$ cat src/rtl/csrb_pkg.sv
/*
 register bank package: offsets, field positions, reset values and carriers.
 assumes a byte-wide register port driven by a serial front end.
*/
package csrb_pkg;
    localparam logic [6:0] ADDR_CHIP_ID = 7'h00;
    localparam logic [6:0] ADDR_REF_FAIL_EVENT = 7'h02;
    localparam logic [6:0] ADDR_LOOP_EVENT = 7'h03;
    localparam logic [6:0] ADDR_REF_MON_FAIL = 7'h05;
    localparam logic [6:0] ADDR_REF_FAIL_EVENT_MASK = 7'h09;
    localparam logic [6:0] ADDR_LOOP_EVENT_MASK = 7'h0A;
    localparam logic [6:0] ADDR_REF_MON_FAIL_MASK = 7'h0C;
    localparam logic [6:0] ADDR_DETECTED_FREQ = 7'h10;
    localparam logic [6:0] ADDR_LOOP_BW = 7'h1D;
    localparam logic [6:0] ADDR_HOLDOVER_MASK = 7'h21;
    localparam logic [6:0] ADDR_LOCK_STATUS = 7'h28;
    localparam logic [6:0] ADDR_PHASE_LOW = 7'h40;
    localparam logic [6:0] ADDR_PHASE_MID = 7'h41;
    localparam logic [6:0] ADDR_PHASE_HIGH = 7'h42;
    // arbitrary identification value
    localparam logic [7:0] CHIP_ID_VALUE = 8'h5A;
    localparam logic [7:0] MASK_RESET = 8'hFF;
    localparam logic [7:0] LOOP_BW_RESET = 8'h00;
    localparam logic [7:0] HOLDOVER_MASK_RESET = 8'h00;
    localparam logic [21:0] PHASE_RESET = 22'h000000;
    localparam int PHASE_HIGH_BITS = 6;
    // loop event bit positions
    localparam int LOOP_EV_LOCK = 0;
    localparam int LOOP_EV_HOLDOVER = 1;
    // lock status bit positions
    localparam int LOCK_BIT = 0;
    localparam int HOLDOVER_BIT = 1;

    typedef struct packed {
        logic wr;
        logic rd;
        logic [6:0] addr;
        logic [7:0] wdata;
    } csrb_req_t;

    typedef struct packed {
        logic [7:0] ref_fail;
        logic [7:0] mon_fail;
        logic [7:0] detected_freq;
        logic locked;
        logic holdover;
    } csrb_stat_t;
endpackage

$ cat src/rtl/csrb_bank.sv
/*
 register bank of the clock synchronizer: byte registers, sticky event
 flags, interrupt output and the multi-byte frame phase offset.
 assumes the serial front end presents one-cycle rd/wr strobes with a
 7-bit address and 8-bit data, and reads rdata in the cycle after rd.
*/
// Overview of operation
// - int_n low while any unmasked ref failure or loop event sticky bit set
// - reference failure and mode change are events
// - sticky bits hold after condition clears
// - reading sticky register clears its bits
// - all accesses are single bytes
// - read snapshot holds until next low byte read
// - write buffered, committed on high byte
// - 22-bit phase offset at 0x40..0x42
// - address 0x00 returns chip identification
// - event masks at 0x09 and 0x0A gate interrupt
// - monitor failures at 0x05, 0x0C masks ref failure capture
// - 0x21 masks failures from triggering holdover
// - 0x28 reports lock and holdover status
// - 0x10 reports detected input frequency
// - 0x1D selects loop filter bandwidth
// - 7-bit address and 8-bit data
`timescale 1ns/1ns
module csrb_bank (
    input wire logic clk,
    input wire logic reset,
    input wire csrb_pkg::csrb_req_t req,
    input wire csrb_pkg::csrb_stat_t stat,
    output logic [7:0] rdata,
    output logic int_n,
    output logic [7:0] loop_bandwidth,
    output logic [7:0] holdover_trigger_mask,
    output logic holdover_trigger,
    output logic [21:0] frame_phase_offset
);
    logic [7:0] ref_fail_mask;
    logic [7:0] loop_mask;
    logic [7:0] mon_fail_mask;
    logic [7:0] loop_events;
    logic [7:0] mon_fail_sticky;
    logic [7:0] ref_fail_sticky;
    logic locked_d;
    logic holdover_d;
    logic [7:0] wbuf_low;
    logic [7:0] wbuf_mid;
    logic [21:0] rsnap;
    logic [7:0] next_rdata;
    logic [7:0] next_loop_events;
    logic [7:0] next_mon_fail;
    logic [7:0] next_ref_fail;
    logic rd_loop;
    logic rd_mon;
    logic rd_ref;

    assign rd_loop = req.rd && (req.addr == csrb_pkg::ADDR_LOOP_EVENT);
    assign rd_mon = req.rd && (req.addr == csrb_pkg::ADDR_REF_MON_FAIL);
    assign rd_ref = req.rd && (req.addr == csrb_pkg::ADDR_REF_FAIL_EVENT);

    // mode change edge detection
    always_ff @(posedge clk) begin
        if (reset) begin
            locked_d <= 1'b0;
            holdover_d <= 1'b0;
        end else begin
            locked_d <= stat.locked;
            holdover_d <= stat.holdover;
        end
    end

    // sticky event flags, set wins over read clear
    always_comb begin
        next_loop_events = rd_loop ? 8'h00 : loop_events;
        next_loop_events[csrb_pkg::LOOP_EV_LOCK] = next_loop_events[csrb_pkg::LOOP_EV_LOCK]
            | (stat.locked ^ locked_d);
        next_loop_events[csrb_pkg::LOOP_EV_HOLDOVER] =
            next_loop_events[csrb_pkg::LOOP_EV_HOLDOVER]
            | (stat.holdover ^ holdover_d);
        next_mon_fail = (rd_mon ? 8'h00 : mon_fail_sticky) | stat.mon_fail;
        next_ref_fail = (rd_ref ? 8'h00 : ref_fail_sticky)
            | (stat.ref_fail & ~mon_fail_mask);
    end

    always_ff @(posedge clk) begin
        if (reset) begin
            loop_events <= 8'h00;
            mon_fail_sticky <= 8'h00;
            ref_fail_sticky <= 8'h00;
        end else begin
            loop_events <= next_loop_events;
            mon_fail_sticky <= next_mon_fail;
            ref_fail_sticky <= next_ref_fail;
        end
    end

    // interrupt output
    always_ff @(posedge clk) begin
        if (reset) begin
            int_n <= 1'b1;
        end else begin
            int_n <= ~(|(ref_fail_sticky & ~ref_fail_mask)
                | |(loop_events & ~loop_mask));
        end
    end

    // writable control registers
    always_ff @(posedge clk) begin
        if (reset) begin
            ref_fail_mask <= csrb_pkg::MASK_RESET;
            loop_mask <= csrb_pkg::MASK_RESET;
            mon_fail_mask <= csrb_pkg::MASK_RESET;
            loop_bandwidth <= csrb_pkg::LOOP_BW_RESET;
            holdover_trigger_mask <= csrb_pkg::HOLDOVER_MASK_RESET;
        end else if (req.wr) begin
            unique case (req.addr)
                csrb_pkg::ADDR_REF_FAIL_EVENT_MASK: ref_fail_mask <= req.wdata;
                csrb_pkg::ADDR_LOOP_EVENT_MASK: loop_mask <= req.wdata;
                csrb_pkg::ADDR_REF_MON_FAIL_MASK: mon_fail_mask <= req.wdata;
                csrb_pkg::ADDR_LOOP_BW: loop_bandwidth <= req.wdata;
                csrb_pkg::ADDR_HOLDOVER_MASK: holdover_trigger_mask <= req.wdata;
                default: ;
            endcase
        end
    end

    // automatic holdover request from unmasked failure indicators
    always_ff @(posedge clk) begin
        if (reset) begin
            holdover_trigger <= 1'b0;
        end else begin
            holdover_trigger <= |(stat.mon_fail & ~holdover_trigger_mask);
        end
    end

    // multi-byte phase offset write path
    always_ff @(posedge clk) begin
        if (reset) begin
            wbuf_low <= 8'h00;
            wbuf_mid <= 8'h00;
            frame_phase_offset <= csrb_pkg::PHASE_RESET;
        end else if (req.wr) begin
            if (req.addr == csrb_pkg::ADDR_PHASE_LOW) begin
                wbuf_low <= req.wdata;
            end
            if (req.addr == csrb_pkg::ADDR_PHASE_MID) begin
                wbuf_mid <= req.wdata;
            end
            if (req.addr == csrb_pkg::ADDR_PHASE_HIGH) begin
                frame_phase_offset <= {req.wdata[csrb_pkg::PHASE_HIGH_BITS-1:0],
                    wbuf_mid, wbuf_low};
            end
        end
    end

    // multi-byte read snapshot taken at low byte read
    always_ff @(posedge clk) begin
        if (reset) begin
            rsnap <= csrb_pkg::PHASE_RESET;
        end else if (req.rd && req.addr == csrb_pkg::ADDR_PHASE_LOW) begin
            rsnap <= frame_phase_offset;
        end
    end

    // read mux
    always_comb begin
        next_rdata = 8'h00;
        unique case (req.addr)
            csrb_pkg::ADDR_CHIP_ID: next_rdata = csrb_pkg::CHIP_ID_VALUE;
            csrb_pkg::ADDR_REF_FAIL_EVENT: next_rdata = ref_fail_sticky;
            csrb_pkg::ADDR_LOOP_EVENT: next_rdata = loop_events;
            csrb_pkg::ADDR_REF_MON_FAIL: next_rdata = mon_fail_sticky;
            csrb_pkg::ADDR_REF_FAIL_EVENT_MASK: next_rdata = ref_fail_mask;
            csrb_pkg::ADDR_LOOP_EVENT_MASK: next_rdata = loop_mask;
            csrb_pkg::ADDR_REF_MON_FAIL_MASK: next_rdata = mon_fail_mask;
            csrb_pkg::ADDR_DETECTED_FREQ: next_rdata = stat.detected_freq;
            csrb_pkg::ADDR_LOOP_BW: next_rdata = loop_bandwidth;
            csrb_pkg::ADDR_HOLDOVER_MASK: next_rdata = holdover_trigger_mask;
            csrb_pkg::ADDR_LOCK_STATUS: begin
                next_rdata[csrb_pkg::LOCK_BIT] = stat.locked;
                next_rdata[csrb_pkg::HOLDOVER_BIT] = stat.holdover;
            end
            csrb_pkg::ADDR_PHASE_LOW: next_rdata = frame_phase_offset[7:0];
            csrb_pkg::ADDR_PHASE_MID: next_rdata = rsnap[15:8];
            csrb_pkg::ADDR_PHASE_HIGH: next_rdata = {2'h0, rsnap[21:16]};
            default: next_rdata = 8'h00;
        endcase
    end

    always_ff @(posedge clk) begin
        if (reset) begin
            rdata <= 8'h00;
        end else if (req.rd) begin
            rdata <= next_rdata;
        end
    end

    // assertions
    property p_int_follows;
        @(posedge clk) disable iff (reset)
        (|(loop_events & ~loop_mask)) |=> !int_n;
    endproperty
    a_int_follows: assert property (p_int_follows) else $error("int_n not asserted");

    property p_int_idle;
        @(posedge clk) disable iff (reset)
        (!(|(ref_fail_sticky & ~ref_fail_mask)) && !(|(loop_events & ~loop_mask))) |=> int_n;
    endproperty
    a_int_idle: assert property (p_int_idle) else $error("int_n low with no event");

    property p_lock_event;
        @(posedge clk) disable iff (reset)
        (stat.locked != locked_d) |=> loop_events[csrb_pkg::LOOP_EV_LOCK];
    endproperty
    a_lock_event: assert property (p_lock_event) else $error("lock change not captured");

    property p_sticky_hold;
        @(posedge clk) disable iff (reset)
        (loop_events[csrb_pkg::LOOP_EV_HOLDOVER] && !rd_loop)
            |=> loop_events[csrb_pkg::LOOP_EV_HOLDOVER];
    endproperty
    a_sticky_hold: assert property (p_sticky_hold) else $error("sticky bit lost");

    property p_read_clear;
        @(posedge clk) disable iff (reset)
        (rd_mon && stat.mon_fail == 8'h00) |=> mon_fail_sticky == 8'h00;
    endproperty
    a_read_clear: assert property (p_read_clear) else $error("sticky not cleared on read");

    property p_commit_high;
        @(posedge clk) disable iff (reset)
        (req.wr && req.addr != csrb_pkg::ADDR_PHASE_HIGH) |=> $stable(frame_phase_offset);
    endproperty
    a_commit_high: assert property (p_commit_high) else $error("offset changed early");

    property p_snap_stable;
        @(posedge clk) disable iff (reset)
        !(req.rd && req.addr == csrb_pkg::ADDR_PHASE_LOW) |=> $stable(rsnap);
    endproperty
    a_snap_stable: assert property (p_snap_stable) else $error("snapshot moved");

    property p_id_read;
        @(posedge clk) disable iff (reset)
        (req.rd && req.addr == csrb_pkg::ADDR_CHIP_ID) |=> rdata == csrb_pkg::CHIP_ID_VALUE;
    endproperty
    a_id_read: assert property (p_id_read) else $error("bad id read");

    property p_reserved_zero;
        @(posedge clk) disable iff (reset)
        (req.rd && req.addr == 7'h01) |=> rdata == 8'h00;
    endproperty
    a_reserved_zero: assert property (p_reserved_zero) else $error("reserved not zero");

    property p_int_ref;
        @(posedge clk) disable iff (reset)
        (|(ref_fail_sticky & ~ref_fail_mask)) |=> !int_n;
    endproperty
    a_int_ref: assert property (p_int_ref) else $error("int_n not asserted for ref");

    property p_ref_event;
        @(posedge clk) disable iff (reset)
        (stat.ref_fail[0] && !mon_fail_mask[0]) |=> ref_fail_sticky[0];
    endproperty
    a_ref_event: assert property (p_ref_event) else $error("ref failure not captured");

    property p_hold_event;
        @(posedge clk) disable iff (reset)
        (stat.holdover != holdover_d) |=> loop_events[csrb_pkg::LOOP_EV_HOLDOVER];
    endproperty
    a_hold_event: assert property (p_hold_event) else $error("holdover change lost");

    property p_ref_hold;
        @(posedge clk) disable iff (reset)
        (ref_fail_sticky[0] && !rd_ref) |=> ref_fail_sticky[0];
    endproperty
    a_ref_hold: assert property (p_ref_hold) else $error("ref sticky bit lost");

    property p_mon_sticky;
        @(posedge clk) disable iff (reset)
        stat.mon_fail[1] |=> mon_fail_sticky[1];
    endproperty
    a_mon_sticky: assert property (p_mon_sticky) else $error("monitor failure lost");

    property p_loop_clear;
        @(posedge clk) disable iff (reset)
        (rd_loop && stat.locked == locked_d && stat.holdover == holdover_d)
            |=> loop_events == 8'h00;
    endproperty
    a_loop_clear: assert property (p_loop_clear) else $error("loop events not cleared");

    property p_ref_clear;
        @(posedge clk) disable iff (reset)
        (rd_ref && stat.ref_fail == 8'h00) |=> ref_fail_sticky == 8'h00;
    endproperty
    a_ref_clear: assert property (p_ref_clear) else $error("ref sticky not cleared");

    property p_rdata_hold;
        @(posedge clk) disable iff (reset)
        !req.rd |=> $stable(rdata);
    endproperty
    a_rdata_hold: assert property (p_rdata_hold) else $error("rdata moved without read");

    property p_offset_commit;
        @(posedge clk) disable iff (reset)
        (req.wr && req.addr == csrb_pkg::ADDR_PHASE_HIGH)
            |=> frame_phase_offset[15:0] == {$past(wbuf_mid), $past(wbuf_low)};
    endproperty
    a_offset_commit: assert property (p_offset_commit) else $error("offset bytes wrong");

    property p_offset_high;
        @(posedge clk) disable iff (reset)
        (req.wr && req.addr == csrb_pkg::ADDR_PHASE_HIGH)
            |=> {2'h0, frame_phase_offset[21:16]} == ($past(req.wdata) & 8'h3F);
    endproperty
    a_offset_high: assert property (p_offset_high) else $error("offset msb wrong");

    property p_snap_take;
        @(posedge clk) disable iff (reset)
        (req.rd && req.addr == csrb_pkg::ADDR_PHASE_LOW)
            |=> rsnap == $past(frame_phase_offset);
    endproperty
    a_snap_take: assert property (p_snap_take) else $error("snapshot not taken");

    property p_freq_read;
        @(posedge clk) disable iff (reset)
        (req.rd && req.addr == csrb_pkg::ADDR_DETECTED_FREQ)
            |=> rdata == $past(stat.detected_freq);
    endproperty
    a_freq_read: assert property (p_freq_read) else $error("bad frequency read");

    property p_lock_read;
        @(posedge clk) disable iff (reset)
        (req.rd && req.addr == csrb_pkg::ADDR_LOCK_STATUS)
            |=> rdata[csrb_pkg::LOCK_BIT] == $past(stat.locked);
    endproperty
    a_lock_read: assert property (p_lock_read) else $error("bad lock status read");

    property p_bw_write;
        @(posedge clk) disable iff (reset)
        (req.wr && req.addr == csrb_pkg::ADDR_LOOP_BW) |=> loop_bandwidth == $past(req.wdata);
    endproperty
    a_bw_write: assert property (p_bw_write) else $error("bandwidth not written");

    property p_mask_write;
        @(posedge clk) disable iff (reset)
        (req.wr && req.addr == csrb_pkg::ADDR_LOOP_EVENT_MASK)
            |=> loop_mask == $past(req.wdata);
    endproperty
    a_mask_write: assert property (p_mask_write) else $error("loop mask not written");

    property p_trig_set;
        @(posedge clk) disable iff (reset)
        (|(stat.mon_fail & ~holdover_trigger_mask)) |=> holdover_trigger;
    endproperty
    a_trig_set: assert property (p_trig_set) else $error("holdover not requested");

    property p_trig_quiet;
        @(posedge clk) disable iff (reset)
        ((stat.mon_fail & ~holdover_trigger_mask) == 8'h00) |=> !holdover_trigger;
    endproperty
    a_trig_quiet: assert property (p_trig_quiet) else $error("stray holdover request");
endmodule // csrb_bank

$ cat config.mk
export PLATFORM = sky130hd
export DESIGN_NAME = csrb_bank
export DESIGN_NICKNAME = d
export VERILOG_FILES = /design/src/rtl/csrb_pkg.sv /design/src/rtl/csrb_bank.sv
export SDC_FILE = /design/constraint.sdc
export NUM_CORES = 1
export LEC_CHECK = 0
export ABC_CLOCK_PERIOD_IN_PS = 2200
export BUFFER_PORTS_ARGS = -buffer_cell sky130_fd_sc_hd__buf_4
export CORE_AREA = 8 8 108 110
export DETAILED_ROUTE_END_ITERATION = 16
export DIE_AREA = 0 0 116 118
export GPL_TIMING_DRIVEN = 0
export PLACE_DENSITY = 0.8
export SKIP_CTS_REPAIR_TIMING = 1
export SLEW_MARGIN = 20
export SYNTH_ARGS = -nofsm -noshare
export SYNTH_HDL_FRONTEND = slang
export SYNTH_SLANG_ARGS = --single-unit
$ cat constraint.sdc
create_clock -name clk -period 2.2 [get_ports clk]
set_clock_uncertainty 0.2 [all_clocks]
set_input_delay 0.22 -clock clk [delete_from_list [all_inputs] [get_ports clk]]
set_output_delay 0.22 -clock clk [all_outputs]
set_load 0.03 [all_outputs]
==> flow_summary.yaml, run 1 <==
status:
  status: "completed"
routing:
  drt_pass1_iterations: 5
  via_per_inst: 5.96
  routed_wl_um: 21100
  drt_iter0_markers: 573
  wire_per_inst_um: 21.8
  num_vias: 5759
  ant_nets: 0
  drc: 0
global_routing:
  grt_pass1_wl_um: 31100
  track_usage: 0.302
  antenna_found_initial: 1
  grt_max_degree: 17
  grt_pass1_vias: 5367
  grt_overflow: 0
yosys:
  synth_top_area_frac: 0.454
  ys_warn_count: 0
  seq_area_frac_synth: 0.454
  synthCells: 682
  synth-seq-cells: 122
  netlist_area_um2: 5380
  synth_top_flop_cell: "dfxtp_1"
  synth.distinct_cells: 51
  postSynthAreaPerCell_um2: 7.89
  yosys-top-cells-area: "dfxtp_1 45%, nand2_1 8.9%, a21oi_1 8.6%"
  syn_nets: 727
  synth_edf_count: 0
  synthArstFlopShare: 0
  synth_largest_area_cell: "dfxtp_1"
power_and_ir_drop:
  power_mw: 5.40
  power.density_nw_per_um2: 765
  p_leak_nw: 2.82
  power_frac_comb: 0.080
  pwr-share-clk: 0.502
  seqPwrFrac: 0.418
  net-switching-power_mw: 1.26
  p_int_mw: 4.13
  switching_share: 0.234
  peakVddDrop_v: 0.000599
placed_design:
  placed_cells: 907
  hpwlAfterDp_um: 15400
  port_buffers: 89
  gp_congestion: 0.980
sta:
  finalHoldViolations: 0
  min_period_over_period: 0.902
  maxSlewHeadroom: 0.476
  worst_pin_slew_ns: 0.786
  rsz0062_at_grt: "false"
  setup_violations: 0
  drv_slew: 0
  layout_min_cycle_time_ns: 1.98
  fmax_ghz: 0.504
critical_path:
  critical_path_buf_inv_count: 0
  crit_type: "reg2reg"
  crit_slowest_cell: "a2111oi_0"
  worst_ep_required_time_ns: 2.38
  path_cells: "a22oi_1 > o221ai_1 > a2111oi_0 > a211oi_1"
  path_max_fanout: 3
  critPathMaxStageDelay_ns: 0.69
  end_kind: "flop"
  startpoint_type: "flop"
  worstPathArrival_ns: 2.17
  rrSetupSlack_ns: 0.22
  crit_family: "compound AO/OA/AOI/OAI gates"
clocking:
  clock_latency_ns: 0.54
  path_clk_slew_ns: 0.06
  clock_path_buffers: 2
  cts_tree: "built"
  root_buffer: "clkbuf_8"
  cts_buffers: 17
  h-tree-depth: 4
  clock_sinks: 122
floorplanning:
  dieWidth_um: 116
  die_area_um2: 13700
  start_util: 0.538
  die_h_um: 118
  io_pins: 93
  rows: 37
  core_area_um2: 10000
layout:
  syn_to_final_growth_pct: 31.1
  final_cell_mix: "128 x nand2_1, 122 x dfxtp_1, 93 x buf_4, 93 x a21oi_1, 74 x nor2_1"
  layout.nets: 861
  drive_above_1_share: 0.181
  final_util: 0.706
  fin_cells: 966
  final_common_cell: "nand2_1"
min_path:
  min_path_type: "in2reg"
flow_run:
  drv_cap: 0
==> state kept, by name, indices dropped and copies added, names as in the netlist <==
signal,count
loop_mask,8
mon_fail_mask,8
locked_d,1
rdata,8
rsnap,14
loop_bandwidth,8
holdover_trigger_mask,8
holdover_trigger,1
wbuf_low,8
wbuf_mid,8
ref_fail_mask,8
frame_phase_offset,22
mon_fail_sticky,8
loop_events,2
int_n,1
holdover_d,1
ref_fail_sticky,8
==> tightest hold or removal path: cells and delay by family <==
kind / cells / cell delay (ns)
AOI/OAI and AO/OA: 2 / 0.18
buffers and inverters: 1 / 0.14
and+or+nand+nor: 1 / 0.15
==> final cells by class <==
type | instances | area, um^2
antenna | 1 | 2.50
buffer | 47 | 228
clock buffer | 25 | 484
clock inverter | 7 | 88.8
fill | 842 | 2940
inverter | 31 | 116
multi-input combinational | 482 | 2600
sequential | 122 | 2440
tap | 136 | 170
timing repair buffer | 115 | 928
==> stage by stage <==
step / instance area, um^2 / setup slack, ns / hold slack, ns / TNS [ns]
floorplan: 5380 / 0.543 / 0.137 / 0
global placement: 6220 / -0.217 / 0.240 / -0.217
detailed placement: 6220 / -0.188 / 0.244 / -0.188
CTS: 6790 / 0.262 / -0.302 / 0
global route: 7060 / 0.101 / 0.00394 / 0
finish: 7060 / 0.215 / 0.00163 / 0
==> cells in the mapped netlist, drive strengths merged, types with 3 or more instances <==
master and number:
clkbuf 24, nand3 28, a32oi 4, nor4 3, a22oi 20, nor2b 23, nor3 3, a32o 3
o21ai 5, a221oi 7, a211oi 3, buf 23, dfxtp 122, o21bai 3, a31oi 4, a211o 10
a311oi 4, a22o 5, a2111oi 3, and3 8, a21oi 93, o22ai 8, nor2 75, o32ai 4
inv 31, nand2 128, nand3b 15, and2 3
==> logic make-up (layout without fill, tap and decap cells) <==
kind of cell           count (synthesis)  count (layout)  share of synthesized area
flip-flops                           122             122                      0.454
other                                  0               1                          0
AO/OA/AOI/OAI                        181             181                      0.217
multiplexers                           2               2                    0.00372
buffers and inverters                 78             225                     0.0639
XOR/XNOR                               2               2                    0.00325
AND/OR/NAND/NOR                      297             297                      0.258
==> per-layer routing <==
layer | vias up | wire, um | part of all wire | track usage
met4 | 0 | 1060 | 0.050 | 0.153
li1 | 2634 | - | - | -
met3 | 78 | 1950 | 0.093 | 0.0780
met5 | - | 0 | 0 | 0
met1 | 2702 | 8520 | 0.40 | 0.382
met2 | 345 | 9540 | 0.45 | 0.461
==> final timing paths <==
path | startpoint | endpoint | cells after the start
setup / recovery | ref_fail_sticky[7] | rdata[7] | 4
hold / removal | req[13] | rdata[5] | 4
setup reg to reg | ref_fail_sticky[7] | rdata[7] | 4
hold reg to reg | rsnap[12] | rsnap[12] | 2
==> power groups by stage <==
| stage | clock, mW | sequential [mW] | combinational [mW] |
|---|---|---|---|
| floorplan | 0 | 2.31 | 0.177 |
| global placement | 0 | 2.30 | 0.375 |
| detailed placement | 0 | 2.30 | 0.377 |
| CTS | 2.70 | 2.26 | 0.380 |
| global route | 2.80 | 2.26 | 0.453 |
| finish | 2.71 | 2.26 | 0.431 |
Note: power is estimated with default switching activity, not from simulation.
==> run 2, diff against run 1 <==
--- a/config.mk
+++ b/config.mk
@@ -8,6 +8,7 @@
 export ABC_CLOCK_PERIOD_IN_PS = 2200
 export BUFFER_PORTS_ARGS = -buffer_cell sky130_fd_sc_hd__buf_4
 export CORE_AREA = 8 8 108 110
+export CTS_BUF_LIST = sky130_fd_sc_hd__clkbuf_4
 export DETAILED_ROUTE_END_ITERATION = 16
 export DIE_AREA = 0 0 116 118
 export GPL_TIMING_DRIVEN = 0
==> run 2 against run 1 <==
  * Clock power is 44% lower
  * First-iteration DRC count is 4.4% higher
  * Largest cell class unchanged
  * Via count is 0.10% lower
==> flow_summary.yaml, run 2 (synthesis results as in run 1) <==
status:
  status: "completed"
routing:
  drc: 0
  ant_nets: 0
  num_vias: 5753
  via_per_inst: 5.94
  routed_wl_um: 20900
  drt_iter0_markers: 598
  drt_pass1_iterations: 5
  wire_per_inst_um: 21.5
layout:
  reg_top3: "frame_phase_offset (22), rsnap (14)"
  syn_to_final_growth_pct: 25.9
  final_cell_mix: "128 x nand2_1, 122 x dfxtp_1, 93 x buf_4, 93 x a21oi_1, 74 x nor2_1"
  largest_reg_flops: 22
  layout.nets: 864
  final_common_cell: "nand2_1"
  drive_above_1_share: 0.180
  top_register: "frame_phase_offset"
critical_path:
  rrSetupSlack_ns: 0.14
  worstPathArrival_ns: 2.26
  critPathMaxStageDelay_ns: 0.74
  path_cells: "a22oi_1 > o221ai_1 > a2111oi_0 > a211oi_1"
  end_kind: "flop"
  worst_ep_required_time_ns: 2.40
  crit_type: "reg2reg"
  crit_family: "compound AO/OA/AOI/OAI gates"
  path_max_fanout: 3
  startpoint_type: "flop"
  crit_slowest_cell: "a2111oi_0"
  critical_path_buf_inv_count: 0
clocking:
  clock_latency_ns: 0.56
  path_clk_slew_ns: 0.11
  clock_path_buffers: 2
  cts_tree: "built"
  clock_sinks: 122
  cts_buffers: 17
  h-tree-depth: 4
  root_buffer: "clkbuf_4"
global_routing:
  grt_pass1_wl_um: 30700
  grt_overflow: 0
  track_usage: 0.300
  grt_max_degree: 17
  antenna_found_initial: 1
  grt_pass1_vias: 5353
placed_design:
  port_buffers: 89
  gp_congestion: 0.980
  pre_cts_slack_ns: -0.188
  hpwlAfterDp_um: 15400
floorplanning:
  die_h_um: 118
  rows: 37
  io_pins: 93
  core_area_um2: 10000
  start_util: 0.538
  dieWidth_um: 116
  die_area_um2: 13700
power_and_ir_drop:
  power.density_nw_per_um2: 621
  power_mw: 4.21
  peakVddDrop_v: 0.000405
  p_leak_nw: 2.69
sta:
  finalWorstSetupSlack_ns: 0.140
  worst_pin_slew_ns: 0.791
  setup_violations: 0
  fmax_ghz: 0.485
  drv_slew: 0
  layout_min_cycle_time_ns: 2.06
  min_period_over_period: 0.937
  finalHoldViolations: 0
  rsz0062_at_grt: "false"
  whs_ns: 0.0171
  maxSlewHeadroom: 0.459
min_path:
  min_path_type: "in2reg"
flow_run:
  drv_cap: 0
run 2: cell types whose count changed in the layout (fill, tap and decap cells not counted), sizes merged:
cell,delta
dlygate4sd3,+3
clkbuf,-4
clkinv,+4
run 2: worst paths after layout:
kind                            from         to  cells past startpoint
setup / recovery  ref_fail_sticky[7]   rdata[7]                      4
hold / removal               stat[5]   rdata[3]                      5
setup reg to reg  ref_fail_sticky[7]   rdata[7]                      4
hold reg to reg            rsnap[12]  rsnap[12]                      2
run 2: where the power goes:
| group | switching [mW] | total, mW | internal, mW | leakage (nW) |
|---|---|---|---|---|
| Clock | 0.817 | 1.52 | 0.702 | 0.151 |
| Combinational | 0.265 | 0.435 | 0.170 | 1.55 |
| Sequential | 0.0195 | 2.25 | 2.23 | 0.989 |
| Total | 1.10 | 4.21 | 3.11 | 2.69 |
run 2: stage by stage:
stage,utilization,instances,cell area [um^2],setup TNS (ns)
2_1_floorplan,-,682,5380,0
3_3_place_gp,0.622,907,6220,-0.217
3_5_place_dp,0.622,907,6220,-0.188
4_1_cts,0.648,939,6480,0
5_1_grt,0.678,969,6780,0
6_report,0.678,969,6780,0
run 2: routing by layer:
metal	wire [um]	track usage
met5	0	0
met4	1050	0.160
met3	2060	0.0847
met2	9400	0.452
met1	8350	0.376
run 2: worst reg2reg max path: stages, from the launching register on:
cell and delay, ns:
dfxtp_1 0.35, a22oi_1 0.26, o221ai_1 0.19, a2111oi_0 0.74
a211oi_1 0.16
run 2: area by class of cell:
type,count,area [um^2]
tap,136,170
timing repair buffer,118,958
buffer,47,228
inverter,31,116
clock buffer,21,158
fill,887,3220
sequential,122,2440
clock inverter,11,104
antenna,1,2.50
multi-input combinational,482,2600
==> run 3, diff against run 2 <==
--- a/config.mk
+++ b/config.mk
@@ -7,12 +7,14 @@
 export LEC_CHECK = 0
 export ABC_CLOCK_PERIOD_IN_PS = 2200
 export BUFFER_PORTS_ARGS = -buffer_cell sky130_fd_sc_hd__buf_4
-export CORE_AREA = 8 8 108 110
+export CELL_PAD_IN_SITES_DETAIL_PLACEMENT = 2
+export CELL_PAD_IN_SITES_GLOBAL_PLACEMENT = 2
+export CORE_AREA = 8 8 135 137
 export CTS_BUF_LIST = sky130_fd_sc_hd__clkbuf_4
 export DETAILED_ROUTE_END_ITERATION = 16
-export DIE_AREA = 0 0 116 118
+export DIE_AREA = 0 0 143 145
 export GPL_TIMING_DRIVEN = 0
-export PLACE_DENSITY = 0.8
+export PLACE_DENSITY = 0.84
 export SKIP_CTS_REPAIR_TIMING = 1
 export SLEW_MARGIN = 20
 export SYNTH_ARGS = -nofsm -noshare
==> run 3 against run 2 <==
  * Wire length grew 27%
  * Worst setup slack worse by 0.051 ns
  * First-iteration DRC count is 41% lower
  * Non-clock buffer count decreased by 1
  * Clock power is 16% higher
  * Critical endpoint unchanged
  * Combinational power rose by 4.6%
  * Register-to-register slack got worse by 0.04 ns
  * Largest cell class unchanged
  * Clock-buffer cell count shrank 4
  * Via count increased by 1.5%
==> flow_summary.yaml, run 3 (synthesis results as in run 1) <==
layout:
  reg_top3: "frame_phase_offset (22), rsnap (14)"
  largest_reg_flops: 22
  top_register: "frame_phase_offset"
  final_area_um2: 6910
  fillers: 1882
  fin_cells: 1051
  regArea_um2: 2440
  antennaDiodeCount: 0
  layout.nets: 863
  drive_above_1_share: 0.184
  final_cell_mix: "128 x nand2_1, 122 x dfxtp_1, 93 x buf_4, 93 x a21oi_1, 74 x nor2_1"
  multi_input_area_um2: 2600
  final_common_cell: "nand2_1"
  syn_to_final_growth_pct: 28.4
power_and_ir_drop:
  p_leak_nw: 2.68
  power.density_nw_per_um2: 649
  power_mw: 4.49
  peakVddDrop_v: 0.000356
clocking:
  clock_sinks: 122
  root_buffer: "clkbuf_4"
  path_clk_slew_ns: 0.14
  cts_tree: "built"
  clock_path_buffers: 2
  cts_buffers: 17
  h-tree-depth: 4
  clock_latency_ns: 0.58
sta:
  drv_slew: 0
  layout_min_cycle_time_ns: 2.11
  setup_violations: 0
  fmax_ghz: 0.474
  worst_pin_slew_ns: 0.870
  maxSlewHeadroom: 0.405
  finalHoldViolations: 0
  finalWorstSetupSlack_ns: 0.0886
  rsz0062_at_grt: "false"
  min_period_over_period: 0.960
routing:
  ant_nets: 0
  drt_pass1_iterations: 5
  via_per_inst: 5.55
  wire_per_inst_um: 25.3
  drt_iter0_markers: 351
  routed_wl_um: 26600
  num_vias: 5837
  drc: 0
critical_path:
  crit_slowest_cell: "a2111oi_0"
  path_max_fanout: 6
  worst_ep_required_time_ns: 2.43
  worstPathArrival_ns: 2.34
  end_kind: "flop"
  path_cells: "buf_4 > dlygate4sd3_1 > nor2b_2 > nand2_1 > o221ai_1 > a2111oi_0 > a211oi_1"
  startpoint_type: "primary input"
  critPathMaxStageDelay_ns: 0.80
  crit_type: "in2reg"
placed_design:
  gp_congestion: 0.913
  port_buffers: 89
  hpwlAfterDp_um: 19700
  place_area_um2: 6330
  pre_cts_slack_ns: -0.325
  placed_cells: 991
global_routing:
  grt_max_degree: 17
  grt_overflow: 0
  grt_pass1_wl_um: 38400
  antenna_found_initial: 0
  track_usage: 0.250
  grt_pass1_vias: 6171
floorplanning:
  dieWidth_um: 143
  core_area_um2: 16200
  die_h_um: 145
  rows: 47
  start_util: 0.333
  die_area_um2: 20700
  io_pins: 93
flow_run:
  drv_cap: 0
min_path:
  min_path_type: "in2reg"
status:
  status: "completed"
==> run 3: changes by cell type in the layout (fill, tap and decap cells not counted), sizes merged <==
cell,change
clkinvlp,+6
clkinv,-5
clkbuf,-4
inv,+2
bufinv,+1
diode,-1
dlygate4sd3,-1
==> run 3: final timing paths <==
| path | endpoint | slack, ns | startpoint | cells past startpoint |
|---|---|---|---|---|
| worst max-delay path | rdata[7] | 0.09 | req[10] | 7 |
| worst min-delay path | rdata[4] | 0.02 | stat[6] | 5 |
| worst max register to register | rdata[7] | 0.10 | ref_fail_sticky[7] | 4 |
| worst min register to register | frame_phase_offset[9] | 0.28 | wbuf_mid[1] | 2 |
==> run 3: critical path, delay by kind of cell <==
kind	cells	cell delay [ns]
AOI/OAI and AO/OA	3	1.15
buffers and inverters	2	0.68
and+or+nand+nor	2	0.29
==> run 3: metal layers <==
| metal | routed length [um] | part of all wire | vias to the layer above | GRT usage |
|---|---|---|---|---|
| li1 | - | - | 2639 | - |
| met1 | 11400 | 0.43 | 2957 | 0.310 |
| met2 | 13100 | 0.49 | 199 | 0.411 |
| met3 | 1440 | 0.054 | 42 | 0.0535 |
| met4 | 624 | 0.023 | 0 | 0.0952 |
| met5 | 0 | 0 | - | 0 |
==> run 3: area by class of cell <==
type / count / share of cell area
multi-input combinational: 482 / 0.376
sequential: 122 / 0.353
timing repair buffer: 117 / 0.137
tap: 220 / 0.0398
buffer: 47 / 0.0330
clock inverter: 15 / 0.0254
clock buffer: 17 / 0.0185
inverter: 31 / 0.0168
==> run 3: through the flow <==
step	hold slack [ns]	setup TNS (ns)	utilization
after floorplan	0.137	0	-
after global placement	0.244	-0.421	0.391
after detailed placement	0.253	-0.527	0.391
after CTS	-0.359	0	0.410
after global routing	0.00227	0	0.427
final	0.0229	0	0.427
==> run 3: power by group <==
part / internal (mW) / switching [mW]
registers: 2.24 / 0.0222
logic: 0.170 / 0.285
clock network: 0.784 / 0.990
